### src/verilog/siods_pkg.sv
// Package with offsets, field layouts and carriers for the serial I/O register ports.
`default_nettype none
package siods_pkg;
    localparam logic [7:0] OFS_IDX1_IMM    = 8'h20;
    localparam logic [7:0] OFS_IDX1_AUTO_A = 8'h24;
    localparam logic [7:0] OFS_IDX1_AUTO_B = 8'h28;
    localparam logic [7:0] OFS_IDX2_IMM    = 8'h2c;
    localparam logic [7:0] OFS_IDX2_AUTO_A = 8'h30;
    localparam logic [7:0] OFS_IDX2_AUTO_B = 8'h34;
    localparam logic [7:0] OFS_UART1_FIFO  = 8'h38;
    localparam logic [7:0] OFS_UART2_FIFO  = 8'h3c;
    localparam logic [7:0] OFS_TERM        = 8'h40;
    localparam logic [7:0] OFS_EVENTS      = 8'h44;
    localparam logic [7:0] OFS_UART1_RDACK = 8'h48;
    localparam logic [7:0] OFS_UART2_RDACK = 8'h4c;
    localparam logic [7:0] OFS_RESP1_FIFO  = 8'h50;
    localparam logic [7:0] OFS_RESP2_FIFO  = 8'h54;

    localparam int WORD_W   = 9;
    localparam int STAT_W   = 3;
    localparam int TERM_W   = 14;
    localparam int TERM_SGL = 8;
    localparam int TERM_GRP = 4;
    localparam int PAIRS    = 32;
    localparam int EVENT_W  = 16;
    localparam int TMO_W    = 16;

    // Event bit positions; per-channel bits sit at CH_STRIDE (index and timeout bits), UART_STRIDE or RESP_STRIDE times the channel.
    localparam int EV_IDX_DATA  = 0;
    localparam int EV_IDX_FRAME = 1;
    localparam int EV_IDX_TMO   = 2;
    localparam int EV_UART_TMO  = 3;
    localparam int CH_STRIDE    = 4;
    localparam int EV_UART_AE   = 8;
    localparam int EV_UART_AF   = 9;
    localparam int UART_STRIDE  = 2;
    localparam int EV_RESP_1Q   = 12;
    localparam int EV_RESP_3Q   = 13;
    localparam int RESP_STRIDE  = 2;

    // Index lines sit on I/O pairs 3 and 5.
    localparam int IDX1_PAIR = 3;
    localparam int IDX2_PAIR = 5;

    localparam logic [31:0] RST_WORD  = 32'h0000_0000;
    localparam logic [13:0] RST_TERM  = 14'h0000;
    localparam logic [15:0] RST_EVENT = 16'h0000;

    localparam int CLK_HZ        = 20_000_000;
    localparam int UART_TMO_US   = 1000;
    localparam int UART_TMO_CYC  = (CLK_HZ / 1_000_000) * UART_TMO_US;

    // Per index interface: configuration levels and receiver/transmitter events.
    typedef struct packed {
        logic               enable;
        logic               tx_first;
        logic               resp12;
        logic               auto_term;
        logic               transmitting;
        logic [STAT_W-1:0]  status;
        logic               rx_done;
        logic               rx_stop;
        logic [WORD_W-1:0]  rx_word;
        logic               sent;
        logic               resp_seen;
        logic [TMO_W-1:0]   timeout_cyc;
    } siods_idx_in_t;

    // Per UART: mode levels, FIFO level flags and packet events.
    typedef struct packed {
        logic        controller;
        logic        loop_test;
        logic        almost_full;
        logic        almost_empty;
        logic        pkt_sent;
        logic        resp_seen;
        logic [31:0] rx_data;
    } siods_uart_in_t;

    // Per response FIFO: head byte and fill flags.
    typedef struct packed {
        logic       valid;
        logic [7:0] data;
        logic       ge_3q;
        logic       le_1q;
    } siods_resp_in_t;
endpackage : siods_pkg
`default_nettype wire

### src/verilog/siods_regs.sv
// Host register ports, termination control and latched events of the serial I/O block.
`default_nettype none
module siods_regs #(
    parameter int P_UART_TMO_CYC = siods_pkg::UART_TMO_CYC
) (
    // Clock and reset.
    input  wire  logic                                 i_ref_clk,
    input  wire  logic                                 i_reset,
    // Host register access.
    input  wire  logic                                 i_wr,
    input  wire  logic                                 i_rd,
    input  wire  logic [7:0]                           i_addr,
    input  wire  logic [31:0]                          i_wdata,
    output var   logic [31:0]                          o_rdata,
    output var   logic                                 o_rvalid,
    // Interrupt configuration and request.
    input  wire  logic [15:0]                          i_int_enable,
    input  wire  logic                                 i_master_int_en,
    output var   logic                                 o_int_status,
    output var   logic                                 o_inta_n,
    output var   logic                                 o_inta_oe_n,
    // Index interfaces.
    input  wire  siods_pkg::siods_idx_in_t [1:0]       i_idx,
    output var   logic [1:0]                           o_idx_tx_load,
    output var   logic [1:0][8:0]                      o_idx_tx_word,
    output var   logic [1:0][8:0]                      o_idx_auto_a,
    output var   logic [1:0][8:0]                      o_idx_auto_b,
    // UART FIFOs and read-acknowledge data.
    input  wire  siods_pkg::siods_uart_in_t [1:0]      i_uart,
    output var   logic [1:0]                           o_uart_push,
    output var   logic [1:0]                           o_uart_pop,
    output var   logic [31:0]                          o_uart_wdata,
    output var   logic [1:0][31:0]                     o_read_ack_data,
    // Response FIFOs.
    input  wire  siods_pkg::siods_resp_in_t [1:0]      i_resp,
    output var   logic [1:0]                           o_resp_pop,
    // Line terminators.
    output var   logic [31:0]                          o_term_en
);
    localparam int EVW = siods_pkg::EVENT_W;

    logic [1:0][8:0]   auto_a_q;
    logic [1:0][8:0]   auto_b_q;
    logic [1:0][11:0]  rx_hold_q;
    logic [1:0][31:0]  rdack_q;
    logic [13:0]       term_q;
    logic [EVW-1:0]    events_q;
    logic [EVW-1:0]    ev_set;
    logic [EVW-1:0]    ev_clr;
    logic [31:0]       term_d;
    logic [1:0]        wr_imm;
    logic [1:0]        wr_auto_a;
    logic [1:0]        wr_auto_b;
    logic [1:0]        wr_uart;
    logic [1:0]        wr_rdack;
    logic [1:0]        rd_uart;
    logic [1:0]        rd_resp;
    logic [31:0]       rdata_d;

    // Write decode.
    always_comb begin
        wr_imm    = '0;
        wr_auto_a = '0;
        wr_auto_b = '0;
        wr_uart   = '0;
        wr_rdack  = '0;
        if (i_addr == siods_pkg::OFS_IDX1_IMM) begin
            wr_imm[0] = i_wr;
        end else if (i_addr == siods_pkg::OFS_IDX2_IMM) begin
            wr_imm[1] = i_wr;
        end else if (i_addr == siods_pkg::OFS_IDX1_AUTO_A) begin
            wr_auto_a[0] = i_wr;
        end else if (i_addr == siods_pkg::OFS_IDX2_AUTO_A) begin
            wr_auto_a[1] = i_wr;
        end else if (i_addr == siods_pkg::OFS_IDX1_AUTO_B) begin
            wr_auto_b[0] = i_wr;
        end else if (i_addr == siods_pkg::OFS_IDX2_AUTO_B) begin
            wr_auto_b[1] = i_wr;
        end else if (i_addr == siods_pkg::OFS_UART1_FIFO) begin
            wr_uart[0] = i_wr;
        end else if (i_addr == siods_pkg::OFS_UART2_FIFO) begin
            wr_uart[1] = i_wr;
        end else if (i_addr == siods_pkg::OFS_UART1_RDACK) begin
            wr_rdack[0] = i_wr;
        end else if (i_addr == siods_pkg::OFS_UART2_RDACK) begin
            wr_rdack[1] = i_wr;
        end
    end

    // Read decode and data selection.
    always_comb begin
        rdata_d = '0;
        rd_uart = '0;
        rd_resp = '0;
        if (i_addr == siods_pkg::OFS_IDX1_IMM) begin
            rdata_d = {20'h00000, rx_hold_q[0]};
        end else if (i_addr == siods_pkg::OFS_IDX2_IMM) begin
            rdata_d = {20'h00000, rx_hold_q[1]};
        end else if (i_addr == siods_pkg::OFS_IDX1_AUTO_A) begin
            rdata_d = {23'h000000, auto_a_q[0]};
        end else if (i_addr == siods_pkg::OFS_IDX2_AUTO_A) begin
            rdata_d = {23'h000000, auto_a_q[1]};
        end else if (i_addr == siods_pkg::OFS_IDX1_AUTO_B) begin
            rdata_d = {23'h000000, auto_b_q[0]};
        end else if (i_addr == siods_pkg::OFS_IDX2_AUTO_B) begin
            rdata_d = {23'h000000, auto_b_q[1]};
        end else if (i_addr == siods_pkg::OFS_UART1_FIFO) begin
            rdata_d = i_uart[0].rx_data;
            rd_uart[0] = i_rd & (~i_uart[0].controller | i_uart[0].loop_test);
        end else if (i_addr == siods_pkg::OFS_UART2_FIFO) begin
            rdata_d = i_uart[1].rx_data;
            rd_uart[1] = i_rd & (~i_uart[1].controller | i_uart[1].loop_test);
        end else if (i_addr == siods_pkg::OFS_TERM) begin
            rdata_d = {18'h00000, term_q};
        end else if (i_addr == siods_pkg::OFS_EVENTS) begin
            rdata_d = {16'h0000, events_q};
        end else if (i_addr == siods_pkg::OFS_UART1_RDACK) begin
            rdata_d = rdack_q[0];
        end else if (i_addr == siods_pkg::OFS_UART2_RDACK) begin
            rdata_d = rdack_q[1];
        end else if (i_addr == siods_pkg::OFS_RESP1_FIFO) begin
            rd_resp[0] = i_rd & i_resp[0].valid;
            rdata_d = i_resp[0].valid ? {24'h000000, i_resp[0].data} : 32'h0000_0000;
        end else if (i_addr == siods_pkg::OFS_RESP2_FIFO) begin
            rd_resp[1] = i_rd & i_resp[1].valid;
            rdata_d = i_resp[1].valid ? {24'h000000, i_resp[1].data} : 32'h0000_0000;
        end
    end

    // Read return, one cycle after the strobe.
    always_ff @(posedge i_ref_clk) begin
        if (i_reset) begin
            o_rdata  <= siods_pkg::RST_WORD;
            o_rvalid <= 1'b0;
        end else begin
            o_rvalid <= i_rd;
            o_rdata  <= i_rd ? rdata_d : siods_pkg::RST_WORD;
        end
    end

    // FIFO strobes toward the UARTs and response FIFOs.
    always_ff @(posedge i_ref_clk) begin
        if (i_reset) begin
            o_uart_push  <= '0;
            o_uart_pop   <= '0;
            o_resp_pop   <= '0;
            o_uart_wdata <= siods_pkg::RST_WORD;
        end else begin
            for (int c = 0; c < 2; c++) begin
                o_uart_push[c] <= wr_uart[c] & (i_uart[c].controller | i_uart[c].loop_test);
            end
            o_uart_pop   <= rd_uart;
            o_resp_pop   <= rd_resp;
            o_uart_wdata <= i_wdata;
        end
    end

    // Register storage.
    always_ff @(posedge i_ref_clk) begin
        if (i_reset) begin
            auto_a_q <= '0;
            auto_b_q <= '0;
            rdack_q  <= '0;
            term_q   <= siods_pkg::RST_TERM;
        end else begin
            for (int c = 0; c < 2; c++) begin
                if (wr_auto_a[c]) begin
                    auto_a_q[c] <= i_wdata[8:0];
                end
                if (wr_auto_b[c]) begin
                    auto_b_q[c] <= i_wdata[8:0];
                end
                if (wr_rdack[c]) begin
                    rdack_q[c] <= i_wdata;
                end
            end
            if (i_wr && i_addr == siods_pkg::OFS_TERM) begin
                term_q <= i_wdata[13:0];
            end
        end
    end

    assign o_idx_auto_a    = auto_a_q;
    assign o_idx_auto_b    = auto_b_q;
    assign o_read_ack_data = rdack_q;

    // Per index interface: transmit load, receive hold and timers.
    genvar g;
    generate
        for (g = 0; g < 2; g++) begin : g_chan
            logic [siods_pkg::TMO_W-1:0] idx_cnt_q;
            logic                        idx_wait_q;
            logic [15:0]                 uart_cnt_q;
            logic                        uart_wait_q;
            logic                        idx_tmo;
            logic                        uart_tmo;

            assign idx_tmo  = idx_wait_q && !i_idx[g].resp_seen
                              && (idx_cnt_q + 16'h0001 >= i_idx[g].timeout_cyc);
            assign uart_tmo = uart_wait_q && !i_uart[g].resp_seen
                              && (uart_cnt_q + 16'h0001 >= 16'(P_UART_TMO_CYC));

            always_ff @(posedge i_ref_clk) begin
                if (i_reset) begin
                    o_idx_tx_load[g] <= 1'b0;
                    o_idx_tx_word[g] <= '0;
                end else begin
                    o_idx_tx_load[g] <= wr_imm[g] & i_idx[g].enable & i_idx[g].tx_first;
                    if (wr_imm[g]) begin
                        o_idx_tx_word[g] <= i_wdata[8:0];
                    end
                end
            end

            always_ff @(posedge i_ref_clk) begin
                if (i_reset) begin
                    rx_hold_q[g] <= '0;
                end else if (i_idx[g].rx_done) begin
                    rx_hold_q[g] <= i_idx[g].resp12
                                    ? {i_idx[g].status, i_idx[g].rx_word}
                                    : {3'h0, i_idx[g].rx_word};
                end
            end

            always_ff @(posedge i_ref_clk) begin
                if (i_reset) begin
                    idx_wait_q <= 1'b0;
                    idx_cnt_q  <= '0;
                end else if (i_idx[g].sent) begin
                    idx_wait_q <= 1'b1;
                    idx_cnt_q  <= '0;
                end else if (i_idx[g].resp_seen || idx_tmo) begin
                    idx_wait_q <= 1'b0;
                end else if (idx_wait_q) begin
                    idx_cnt_q <= idx_cnt_q + 16'h0001;
                end
            end

            always_ff @(posedge i_ref_clk) begin
                if (i_reset) begin
                    uart_wait_q <= 1'b0;
                    uart_cnt_q  <= '0;
                end else if (i_uart[g].pkt_sent) begin
                    uart_wait_q <= 1'b1;
                    uart_cnt_q  <= '0;
                end else if (i_uart[g].resp_seen || uart_tmo) begin
                    uart_wait_q <= 1'b0;
                end else if (uart_wait_q) begin
                    uart_cnt_q <= uart_cnt_q + 16'h0001;
                end
            end

            logic af_prev_q;
            logic ae_prev_q;
            logic q3_prev_q;
            logic q1_prev_q;
            always_ff @(posedge i_ref_clk) begin
                if (i_reset) begin
                    af_prev_q <= 1'b0;
                    ae_prev_q <= 1'b1;
                    q3_prev_q <= 1'b0;
                    q1_prev_q <= 1'b1;
                end else begin
                    af_prev_q <= i_uart[g].almost_full;
                    ae_prev_q <= i_uart[g].almost_empty;
                    q3_prev_q <= i_resp[g].ge_3q;
                    q1_prev_q <= i_resp[g].le_1q;
                end
            end

            localparam int CB = g * siods_pkg::CH_STRIDE;
            localparam int UB = g * siods_pkg::UART_STRIDE;
            localparam int RB = g * siods_pkg::RESP_STRIDE;
            assign ev_set[CB + siods_pkg::EV_IDX_DATA]  = i_idx[g].rx_done;
            assign ev_set[CB + siods_pkg::EV_IDX_FRAME] = i_idx[g].rx_done
                                                          & ~i_idx[g].rx_stop;
            assign ev_set[CB + siods_pkg::EV_IDX_TMO]   = idx_tmo;
            assign ev_set[CB + siods_pkg::EV_UART_TMO]  = uart_tmo;
            assign ev_set[UB + siods_pkg::EV_UART_AE]   = i_uart[g].almost_empty
                                                          & ~ae_prev_q;
            assign ev_set[UB + siods_pkg::EV_UART_AF]   = i_uart[g].almost_full
                                                          & ~af_prev_q;
            assign ev_set[RB + siods_pkg::EV_RESP_1Q]   = i_resp[g].le_1q
                                                          & ~q1_prev_q;
            assign ev_set[RB + siods_pkg::EV_RESP_3Q]   = i_resp[g].ge_3q
                                                          & ~q3_prev_q;
        end
    endgenerate

    // Latched events; a new event wins over a clear in the same cycle.
    assign ev_clr = (i_wr && i_addr == siods_pkg::OFS_EVENTS) ? i_wdata[15:0] : 16'h0000;

    always_ff @(posedge i_ref_clk) begin
        if (i_reset) begin
            events_q <= siods_pkg::RST_EVENT;
        end else begin
            events_q <= (events_q & ~ev_clr) | ev_set;
        end
    end

    // Summary status and the open-drain interrupt request.
    always_ff @(posedge i_ref_clk) begin
        if (i_reset) begin
            o_int_status <= 1'b0;
            o_inta_n     <= 1'b1;
            o_inta_oe_n  <= 1'b1;
        end else begin
            o_int_status <= |(events_q & i_int_enable);
            o_inta_n     <= 1'b0;
            o_inta_oe_n  <= ~(i_master_int_en & |(events_q & i_int_enable));
        end
    end

    // Termination fan-out with index auto-termination override.
    always_comb begin
        for (int p = 0; p < siods_pkg::PAIRS; p++) begin
            if (p < siods_pkg::TERM_SGL) begin
                term_d[p] = term_q[p];
            end else begin
                term_d[p] = term_q[siods_pkg::TERM_SGL
                                   + (p - siods_pkg::TERM_SGL) / siods_pkg::TERM_GRP];
            end
        end
        if (i_idx[0].auto_term) begin
            term_d[siods_pkg::IDX1_PAIR] = ~i_idx[0].transmitting;
        end
        if (i_idx[1].auto_term) begin
            term_d[siods_pkg::IDX2_PAIR] = ~i_idx[1].transmitting;
        end
    end

    always_ff @(posedge i_ref_clk) begin
        if (i_reset) begin
            o_term_en <= 32'h0000_0000;
        end else begin
            o_term_en <= term_d;
        end
    end
endmodule : siods_regs
`default_nettype wire

### config.mk
export PLATFORM = sky130hd
export DESIGN_NAME = siods_regs
export DESIGN_NICKNAME = d
export VERILOG_FILES = /design/src/verilog/siods_pkg.sv /design/src/verilog/siods_regs.sv
export SDC_FILE = /design/constraint.sdc
export NUM_CORES = 1
export LEC_CHECK = 0
export BUFFER_PORTS_ARGS = -buffer_cell sky130_fd_sc_hd__buf_4
export CAP_MARGIN = 5
export CORE_AREA = 4 4 175 177
export CTS_BUF_LIST = sky130_fd_sc_hd__clkbuf_4
export CTS_CLUSTER_SIZE = 10
export DETAILED_ROUTE_END_ITERATION = 8
export DIE_AREA = 0 0 179 181
export GPL_ROUTABILITY_DRIVEN = 0
export PLACE_DENSITY = 0.82
export SETUP_SLACK_MARGIN = 0.1
export SYNTH_ARGS = -nofsm -noshare
export SYNTH_HDL_FRONTEND = slang
export SYNTH_SLANG_ARGS = --single-unit
export TNS_END_PERCENT = 5
### constraint.sdc
create_clock -name i_ref_clk -period 4 [get_ports i_ref_clk]
set_input_delay 0.6 -clock i_ref_clk [delete_from_list [all_inputs] [get_ports i_ref_clk]]
set_output_delay 0.6 -clock i_ref_clk [all_outputs]
set_load 0.01 [all_outputs]
; ---- Yosys cells after proc, flatten, opt, wreduce, memory -nomap -nowiden
; Index checks and enable logic that the tools add are counted.
[word_totals]
wordCells = 220
ff_bits = 353
out_inout_bits = 226
in_bits = 233
[classes]
eq_ne = 14
n_reduce_logical = 37
n_bitwise = 53
muxes = 65
addsub = 4
order_cmp = 4
[ops]
columns = op, n
row1 = 32-bit 2-to-1 mux, 6
row2 = 12-bit 2-to-1 mux, 8
row3 = 16-bit by 1-bit adder with 16-bit output (second input constant), 4
row4 = 8-bit by 6-bit == test with 1-bit output (second input constant), 8
row5 = 8-bit by 7-bit == test with 1-bit output (second input constant), 6
row6 = 2-bit 2-to-1 mux, 20
row7 = 16-bit AND, 2
row8 = 16-bit by 15-bit >= comparator with 1-bit output (second input constant), 2
row9 = 16-bit >= comparator, 2
row10 = 8-bit 2-to-1 mux, 4
row11 = 1-bit 2-to-1 mux, 26
row12 = 1-bit inverter, 24
row13 = 1-bit AND, 21
row14 = 16-bit 2-to-1 mux, 1
row15 = 16-bit inverter, 1
row16 = 16-bit OR, 1
row17 = 16-bit OR reduction, 1
row18 = 8-bit OR reduction, 2
row19 = 15-bit OR reduction, 1
row20 = 14-bit OR reduction, 1
row21 = 1-bit logical AND, 10
row22 = 2-bit OR reduction, 5
row23 = 9-bit OR reduction, 1
row24 = 2-bit AND reduction, 4
row25 = other kinds (4), 16

; ---- Logic depth before layout (Yosys ltp)
; Gate-level depths: netlist of run 1.
[logic_depth]
ltp_word = 15
ltp_mapped = 15
depth_no_buf = 14

; ---- Worst setup path after synthesis of run 1
; Ideal clock, no wire load.
[synth_path]
path_kind = register -> register
start = register g_chan[0].idx_cnt_q[0] (netlist name)
end = register g_chan[0].idx_cnt_q[14] (netlist name)
path_stages_with_launch = 15
slack_ns = 0.522
setup_ns = 0.071
path_buffers = 1
synth_period_minus_slack_ns = 3.478
arrival_time_ns = 3.407
required_time_ns = 3.929
path_cell_list = dfxtp_1 -> ha_1 -> nand3_1 -> nor2_1 -> and3_1 -> and3_1 -> xor2_1 -> ha_1 -> a21o_1 -> a2111oi_0 -> o211a_1 -> o21ai_1 -> buf_2 -> or3_1 -> a21oi_1
[synth_between]
elab_chain_cells = 6
[synth_lines]
columns = element, line_no
row1 = "start, declared", siods_regs.sv:191  ; logic [siods_pkg::TMO_W-1:0] idx_cnt_q;
row2 = "start signal, assigned", siods_regs.sv:235  ; idx_cnt_q <= idx_cnt_q + 16'h0001;
row3 = 16-bit by 1-bit adder with 16-bit output *, "siods_regs.sv:199, siods_regs.sv:235"
row4 = 16-bit >= comparator, siods_regs.sv:199  ; && (idx_cnt_q + 16'h0001 >= i_idx[g].timeout_cyc);
row5 = 1-bit logical AND, siods_regs.sv:199
row6 = 1-bit logical OR, siods_regs.sv:232  ; end else if (i_idx[g].resp_seen || idx_tmo) begin
row7 = 1-bit inverter (no source line), n/a
row8 = 2-bit AND reduction (no source line), n/a
; Every way passes the cells marked *; elsewhere a longest branch is shown, timed or not.
; A chain may end at the register's enable or synchronous reset.

; ---- Worst setup path after layout of run 1
[layout_path]
start = register g_chan[0].idx_cnt_q[0] (netlist name)
end = register g_chan[0].idx_cnt_q[5] (netlist name)
; The elaborated chain is that of the path after synthesis.

==> results.yml, run 1 <==
run_status:
  run_status: "complete, no violations"
clocking:
  numCtsBuffers: 87
  clock_tree.root_cell: "sky130_fd_sc_hd__clkbuf_4"
  clock_sinks: 338
  cts_tree: "yes"
  ctsLongestPathBuffers: 3
  cts.reportedPaths.clkPinSlew_ns: 0.07
  clock_latency_reported_for_the_late_side_of_the_worst_skew_pair_ns: 0.74
  cts_htree_levels: 3
worst_setup_path:
  critical_path.cell_chain: "ha_1 -> nand3_1 -> nor2_2 -> and3_1 -> and3_1 -> xor2_1 -> ha_1 -> a21o_1 -> a2111oi_2 -> a21oi_1 -> o21ai_4 -> o21ai_4 -> or3_1 -> a21oi_1"
  data_required_time_at_the_worst_endpoint_ns: 4.59
  timing_worst_setup_path_type: "register to register"
  crit_arrival_ns: 4.39
  timing.critical_path.to_type: "register"
  critical-path-max-stage-delay_ns: 0.48
  cpMaxStageDelayCell: "sky130_fd_sc_hd__a2111oi_2"
  crit_path_start_kind: "register"
  critical_path_peak_fanout: 15
  setup.reg_to_reg.worst_slack_ns: 0.20
synthesis:
  synth_top_family_by_area: "simple AND/OR/NAND/NOR gates"
  synthDominantAreaCellType: "sky130_fd_sc_hd__dfxtp_1"
  synthDistinctLibCells: 75
  synth-seq-area-share: 0.434
  syn_nets: 2126
  count_of_yosys_warnings_during_synthesis: 0
  synth_simple_gate_area_frac: 0.221
  post_synth_inst_count: 1857
  post_synth_main_area_contributors: "sky130_fd_sc_hd__dfxtp_1 (43%), sky130_fd_sc_hd__a21oi_1 (7.1%), sky130_fd_sc_hd__nand2_1 (6.7%), sky130_fd_sc_hd__mux2i_1 (4.0%), sky130_fd_sc_hd__nor2_1 (3.7%)"
  avgSynthCellArea_um2: 8.39
  number_of_register_bits_inferred_by_synthesis: 338
  yosysTopAreaCellShare: 0.434
  synthArstFlopShare: 0
  netlist_area_um2: 15600
  synth-edff-count: 0
  synth-compound-area-share: 0.192
  yosys-mux-area-fraction: 0.0426
  xor_xnor_share_of_the_synthesized_area: 0.0287
  main_flop_type_after_synthesis: "sky130_fd_sc_hd__dfxtp_1"
  synth_fa_ha_area_frac: 0.0289
route:
  drt_pass1_iterations: 6
  postRouteWirelength_mm: 58.6
  number_of_antenna_violating_nets_in_the_routed_design: 0
  drt_drc_violations_left: 0
  route.vias.total: 16200
  drt_first_iter_violations: 1755
  routed_via_density: 5.92
  post_drt_wl_per_cell_um: 21.4
sta:
  grt_setup_unrepaired: "true"
  final_min_period_over_clock_period: 0.949
  final_hold_viol_count: 0
  slew_viol_final: 0
  tightestPinTransition_ns: 1.20
  setup_viol: 0
  timing.clock.skew_ns: 0.0749
  fin_worst_hold_slack_ns: 0.0949
  maxClockFrequency_mhz: 263
  slew-limit-headroom: 0.196
  minimum_period_implied_by_the_final_worst_setup_slack_ns: 3.80
cells_and_area:
  area.growth.synth_to_final_pct: 29.7
  most_common_library_cell_in_the_layout_ignoring_fill_and_taps: "sky130_fd_sc_hd__buf_4"
  fillers: 2330
  layout_common_cells: "sky130_fd_sc_hd__buf_4 (486), sky130_fd_sc_hd__dfxtp_1 (338), sky130_fd_sc_hd__nand2_1 (280), sky130_fd_sc_hd__a21oi_1 (221), sky130_fd_sc_hd__nor2_1 (150)"
  share_of_cells_above_drive_strength_1: 0.286
  final_net_count: 2564
grt:
  grt_pass1_vias: 15600
  antenna_found_initial: 3
  total_routing_usage_reported_by_global_routing: 0.344
  gr-total-overflow: 0
  grt_max_degree: 92
  grt_pass1_wl_mm: 87.5
hold_path:
  min-delay-path-class: "primary input to register"
power_and_ir_drop:
  power_per_cell_area_nw_per_um2: 345
  irDropWorstVdd_uv: 299
  leakagePower_nw: 8.57
  total_power_mw: 6.97
run:
  cap_viol_max_count: 0
floorplan:
  floorplan.initialDensity: 0.533
  die_area_um2: 32400
  core_area_um2: 29200
  die_x_um: 179
  boundary_pins: 459
  rows: 63
  chipHeight_um: 181
place:
  post_detail_place_hpwl_mm: 43.0
  place.port_buffers: 458
==> worst max-delay path, delay by kind of cell (launching register included) <==
kind | cells | cell delay, ns
AND/OR/NAND/NOR | 5 | 1.22
flip-flops | 1 | 0.41
adder cells (fa/ha/maj) | 2 | 0.50
XOR/XNOR | 1 | 0.17
AO/OA/AOI/OAI | 6 | 1.39
==> metrics by stage <==
stage | worst slack [ns] | TNS, ns | area [µm²] | utilization | std cells
after detailed placement | -0.117 | -0.640 | 19100 | 0.653 | 2595
final | 0.203 | 0 | 20200 | 0.691 | 2742
after global routing | -0.0127 | -0.0127 | 20200 | 0.691 | 2741
after global placement | 0.143 | 0 | 19100 | 0.653 | 2595
after CTS | 0.135 | 0 | 20200 | 0.690 | 2740
after floorplan | 0.522 | 0 | 15600 | - | 1857
==> routing by layer <==
| layer | vias to the layer above | global-route usage | share of wire |
|---|---|---|---|
| met3 | 220 | 0.101 | 0.12 |
| met1 | 7550 | 0.422 | 0.37 |
| met4 | 2 | 0.174 | 0.060 |
| met2 | 1015 | 0.549 | 0.45 |
| li1 | 7449 | - | - |
| met5 | - | 0 | 0.00026 |
==> what timing repair did <==
action	in CTS	in global routing
hold buffers	1	0
resized for setup	2	6
pin swaps	0	1
setup endpoints to repair	7	26
setup buffers	0	0
gates cloned	0	0
hold endpoints to repair	1	0
==> worst paths after layout <==
path                          startpoint  cells past startpoint                     end
setup reg to reg  g_chan[0].idx_cnt_q[0]                     14  g_chan[0].idx_cnt_q[5]
hold reg to reg         o_idx_tx_word[0]                      2        o_idx_tx_word[0]
setup / recovery  g_chan[0].idx_cnt_q[0]                     14  g_chan[0].idx_cnt_q[5]
hold / removal                i_uart[34]                      2     g_chan[0].ae_prev_q
==> state kept, by name (all words and copies together), names as in the netlist, 2 cells and up <==
register            cells
g_chan.q3_prev_q        2
g_chan.uart_wait_q      2
o_resp_pop              2
o_uart_push             2
o_term_en              14
o_uart_pop              2
o_read_ack_data        64
o_idx_auto_b           18
o_uart_wdata           32
g_chan.uart_cnt_q      32
events_q               16
o_rdata                32
g_chan.af_prev_q        2
o_idx_auto_a           18
rx_hold_q              24
g_chan.idx_cnt_q       32
g_chan.q1_prev_q        2
term_q                 14
o_idx_tx_word          18
g_chan.idx_wait_q       2
o_idx_tx_load           2
g_chan.ae_prev_q        2
==> Yosys cell counts, types with 20 or more instances <==
cell                       number
sky130_fd_sc_hd__a21oi_1      221
sky130_fd_sc_hd__a222oi_1      20
sky130_fd_sc_hd__a22oi_1       20
sky130_fd_sc_hd__buf_2         20
sky130_fd_sc_hd__clkbuf_1      86
sky130_fd_sc_hd__dfxtp_1      338
sky130_fd_sc_hd__ha_1          36
sky130_fd_sc_hd__inv_1         48
sky130_fd_sc_hd__mux2i_1       63
sky130_fd_sc_hd__nand2_1      280
sky130_fd_sc_hd__nand3_1       48
sky130_fd_sc_hd__nor2_1       154
sky130_fd_sc_hd__nor2b_1       70
sky130_fd_sc_hd__o21ai_0       50
sky130_fd_sc_hd__xnor2_1       27
sky130_fd_sc_hd__xor2_1        24
==> kinds of logic (layout without fill, tap and decap cells) <==
kind of cell | Yosys count | count (layout)
AND/OR/NAND/NOR | 709 | 709
AO/OA/AOI/OAI | 470 | 470
flip-flops | 338 | 338
buffers and inverters | 187 | 680
multiplexers | 66 | 66
XOR/XNOR | 51 | 51
adder cells (fa/ha/maj) | 36 | 36
other | 0 | 2
==> power by group <==
| part | internal [mW] | leakage (nW) | switching, mW |
|---|---|---|---|
| logic | 0.267 | 5.20 | 0.323 |
| clock network | 1.50 | 0.632 | 1.42 |
| registers | 3.42 | 2.74 | 0.0368 |
==> final cells by class <==
cell class	instances	area (µm²)	share of cell area
timing repair buffer	488	3670	0.182
multi-input combinational	1332	8040	0.398
tap	390	488	0.0241
clock inverter	18	115	0.00570
sequential	338	6770	0.335
clock buffer	126	946	0.0468
antenna	2	5.00	0.000248
inverter	48	180	0.00892
No activity file was read; power rests on OpenSTA's default activity.
==> inputs of run 2 (changes only) <==
Settings changed: CORE_AREA 4 4 175 177 to 4 4 184 186, DIE_AREA 0 0 179 181 to 0 0 188 190, PLACE_DENSITY 0.82 to 0.78.
Clock period 4 ns to 3.1 ns, I/O delays scaled along.
==> run 2 against run 1 <==
Against the previous run: the run now ends with negative setup slack left; worst setup slack worse by 0.26 ns; critical path type unchanged; clock power is 34% higher; core utilization is 0.86 points lower.
==> results.yml, run 2 (synthesized netlist as in run 1, its figures left out) <==
run_status:
  run_status: "finished, violations left"
  violated_checks: "negative setup slack"
clocking:
  cts.reportedPaths.clkPinSlew_ns: 0.08
  ctsLongestPathBuffers: 3
  numCtsBuffers: 90
  cts_htree_levels: 3
  clock_tree.root_cell: "sky130_fd_sc_hd__clkbuf_4"
  clock_sinks: 338
  clock_latency_reported_for_the_late_side_of_the_worst_skew_pair_ns: 0.74
  cts_tree: "yes"
route:
  drt_pass1_iterations: 9
  routed_via_density: 5.81
  post_drt_wl_per_cell_um: 21.5
  route.vias.total: 17200
  drt_drc_violations_left: 0
  drt_first_iter_violations: 1759
  postRouteWirelength_mm: 63.6
  number_of_antenna_violating_nets_in_the_routed_design: 0
place:
  post_detail_place_hpwl_mm: 44.6
  dp_cells: 2687
  place.port_buffers: 458
  area_post_placement_um2: 19600
sta:
  final_min_period_over_clock_period: 1.02
  tightestPinTransition_ns: 0.956
  timing.clock.skew_ns: 0.0612
  final_critical_path_setup_slack_ns: -0.0566
  slew-limit-headroom: 0.362
  grt_setup_unrepaired: "true"
  final_hold_viol_count: 0
  fin_worst_hold_slack_ns: 0.0554
  maxClockFrequency_mhz: 317
  minimum_period_implied_by_the_final_worst_setup_slack_ns: 3.16
  setup_viol: 2
  slew_viol_final: 0
cells_and_area:
  final_cell_area_um2: 22000
  final_net_count: 2719
  count_of_non_filler_cells_in_the_finished_layout: 2956
  flip_flop_count_of_the_largest_register_after_layout: 64
  area.growth.synth_to_final_pct: 41.4
  layout_common_cells: "sky130_fd_sc_hd__buf_4 (539), sky130_fd_sc_hd__dfxtp_1 (326), sky130_fd_sc_hd__nand2_1 (280), sky130_fd_sc_hd__a21oi_1 (215), sky130_fd_sc_hd__nor2_1 (146)"
  most_common_library_cell_in_the_layout_ignoring_fill_and_taps: "sky130_fd_sc_hd__buf_4"
  share_of_cells_above_drive_strength_1: 0.311
worst_setup_path:
  path_common_cell: "sky130_fd_sc_hd__and3_4"
  timing_worst_setup_path_type: "register to register"
  critical-path-max-stage-delay_ns: 0.37
  timing.critical_path.to_type: "register"
  cpMaxStageDelayCell: "sky130_fd_sc_hd__dfxtp_4"
  critical_path_peak_fanout: 6
  crit_path_start_kind: "register"
  crit_arrival_ns: 3.83
  setup.reg_to_reg.worst_slack_ns: -0.06
  critical_path.cell_chain: "ha_4 -> nand3_4 -> nor2_4 -> and3_4 -> and3_4 -> buf_6 -> nand4_1 -> xnor2_1 -> ha_1 -> a21oi_2 -> nor2b_2 -> nor3_2 -> buf_4 -> o21ai_4 -> or3_1 -> a21oi_1"
  critical_path.top_delay_family: "simple AND/OR/NAND/NOR gates"
  data_required_time_at_the_worst_endpoint_ns: 3.77
  critical_path_buf_inv_count: 2
floorplan:
  boundary_pins: 459
  die_area_um2: 35700
  die_x_um: 188
  rows: 66
  chipHeight_um: 190
  floorplan.initialDensity: 0.483
  core_area_um2: 32300
grt:
  gr-total-overflow: 0
  total_routing_usage_reported_by_global_routing: 0.332
  grt_max_degree: 88
  grt_pass1_wl_mm: 94.2
  antenna_found_initial: 6
  grt_pass1_vias: 16800
hold_path:
  min-delay-path-class: "primary input to register"
power_and_ir_drop:
  irDropWorstVdd_uv: 337
  power_per_cell_area_nw_per_um2: 421
  leakagePower_nw: 9.36
run:
  cap_viol_max_count: 0
-- run 2: final timing paths --
check,startpoint,endpoint,cells past startpoint
setup / recovery,g_chan[0].idx_cnt_q[1],g_chan[0].idx_cnt_q[4],16
hold / removal,i_idx[31],rx_hold_q[11],3
setup reg to reg,g_chan[0].idx_cnt_q[1],g_chan[0].idx_cnt_q[4],16
hold reg to reg,o_idx_tx_word[5],o_idx_tx_word[5],2
-- run 2: cell type report --
class	count	area [µm²]
antenna	4	10.0
fill	2469	10300
sequential	338	6790
multi-input combinational	1333	8320
clock inverter	26	161
clock buffer	126	946
inverter	48	180
tap	442	553
timing repair buffer	639	5070
-- run 2: worst reg2reg max path, stage by stage, from the launching register on --
cell	delay [ns]
sky130_fd_sc_hd__dfxtp_4	0.37
sky130_fd_sc_hd__ha_4	0.15
sky130_fd_sc_hd__nand3_4	0.08
sky130_fd_sc_hd__nor2_4	0.09
sky130_fd_sc_hd__and3_4	0.19
sky130_fd_sc_hd__and3_4	0.22
sky130_fd_sc_hd__buf_6	0.11
sky130_fd_sc_hd__nand4_1	0.13
sky130_fd_sc_hd__xnor2_1	0.26
sky130_fd_sc_hd__ha_1	0.30
sky130_fd_sc_hd__a21oi_2	0.16
sky130_fd_sc_hd__nor2b_2	0.07
sky130_fd_sc_hd__nor3_2	0.16
sky130_fd_sc_hd__buf_4	0.17
sky130_fd_sc_hd__o21ai_4	0.08
sky130_fd_sc_hd__or3_1	0.33
sky130_fd_sc_hd__a21oi_1	0.22
-- run 2: layer usage --
layer,vias to the layer above,share of wire,GRT usage
met5,-,0.00039,0
met4,4,0.049,0.158
met3,214,0.11,0.103
met2,1105,0.47,0.542
met1,8075,0.37,0.400
li1,7763,-,-
-- run 2: timing repair --
action / in CTS / in global routing
setup endpoints to repair: 29 / 43
cloned: 1 / 0
pin swaps: 12 / 43
hold buffers: 92 / 0
hold endpoints to repair: 131 / 0
gates resized for setup: 16 / 40
setup buffers: 12 / 8
-- run 2: through the flow --
stage	power, mW	setup TNS, ns	setup slack [ns]	util
detailed placement	5.31	-0.916	-0.136	0.607
global route	9.60	-3.13	-0.165	0.682
CTS	9.28	0	0.00574	0.676
floorplan	4.85	0	0.0629	-
global placement	5.29	0	0.0564	0.607
finish	9.27	-0.0797	-0.0566	0.682
-- run 2: power breakdown --
group          internal, mW  switching (mW)
Sequential             4.41          0.0504
Combinational         0.431           0.457
Clock                  2.03            1.89
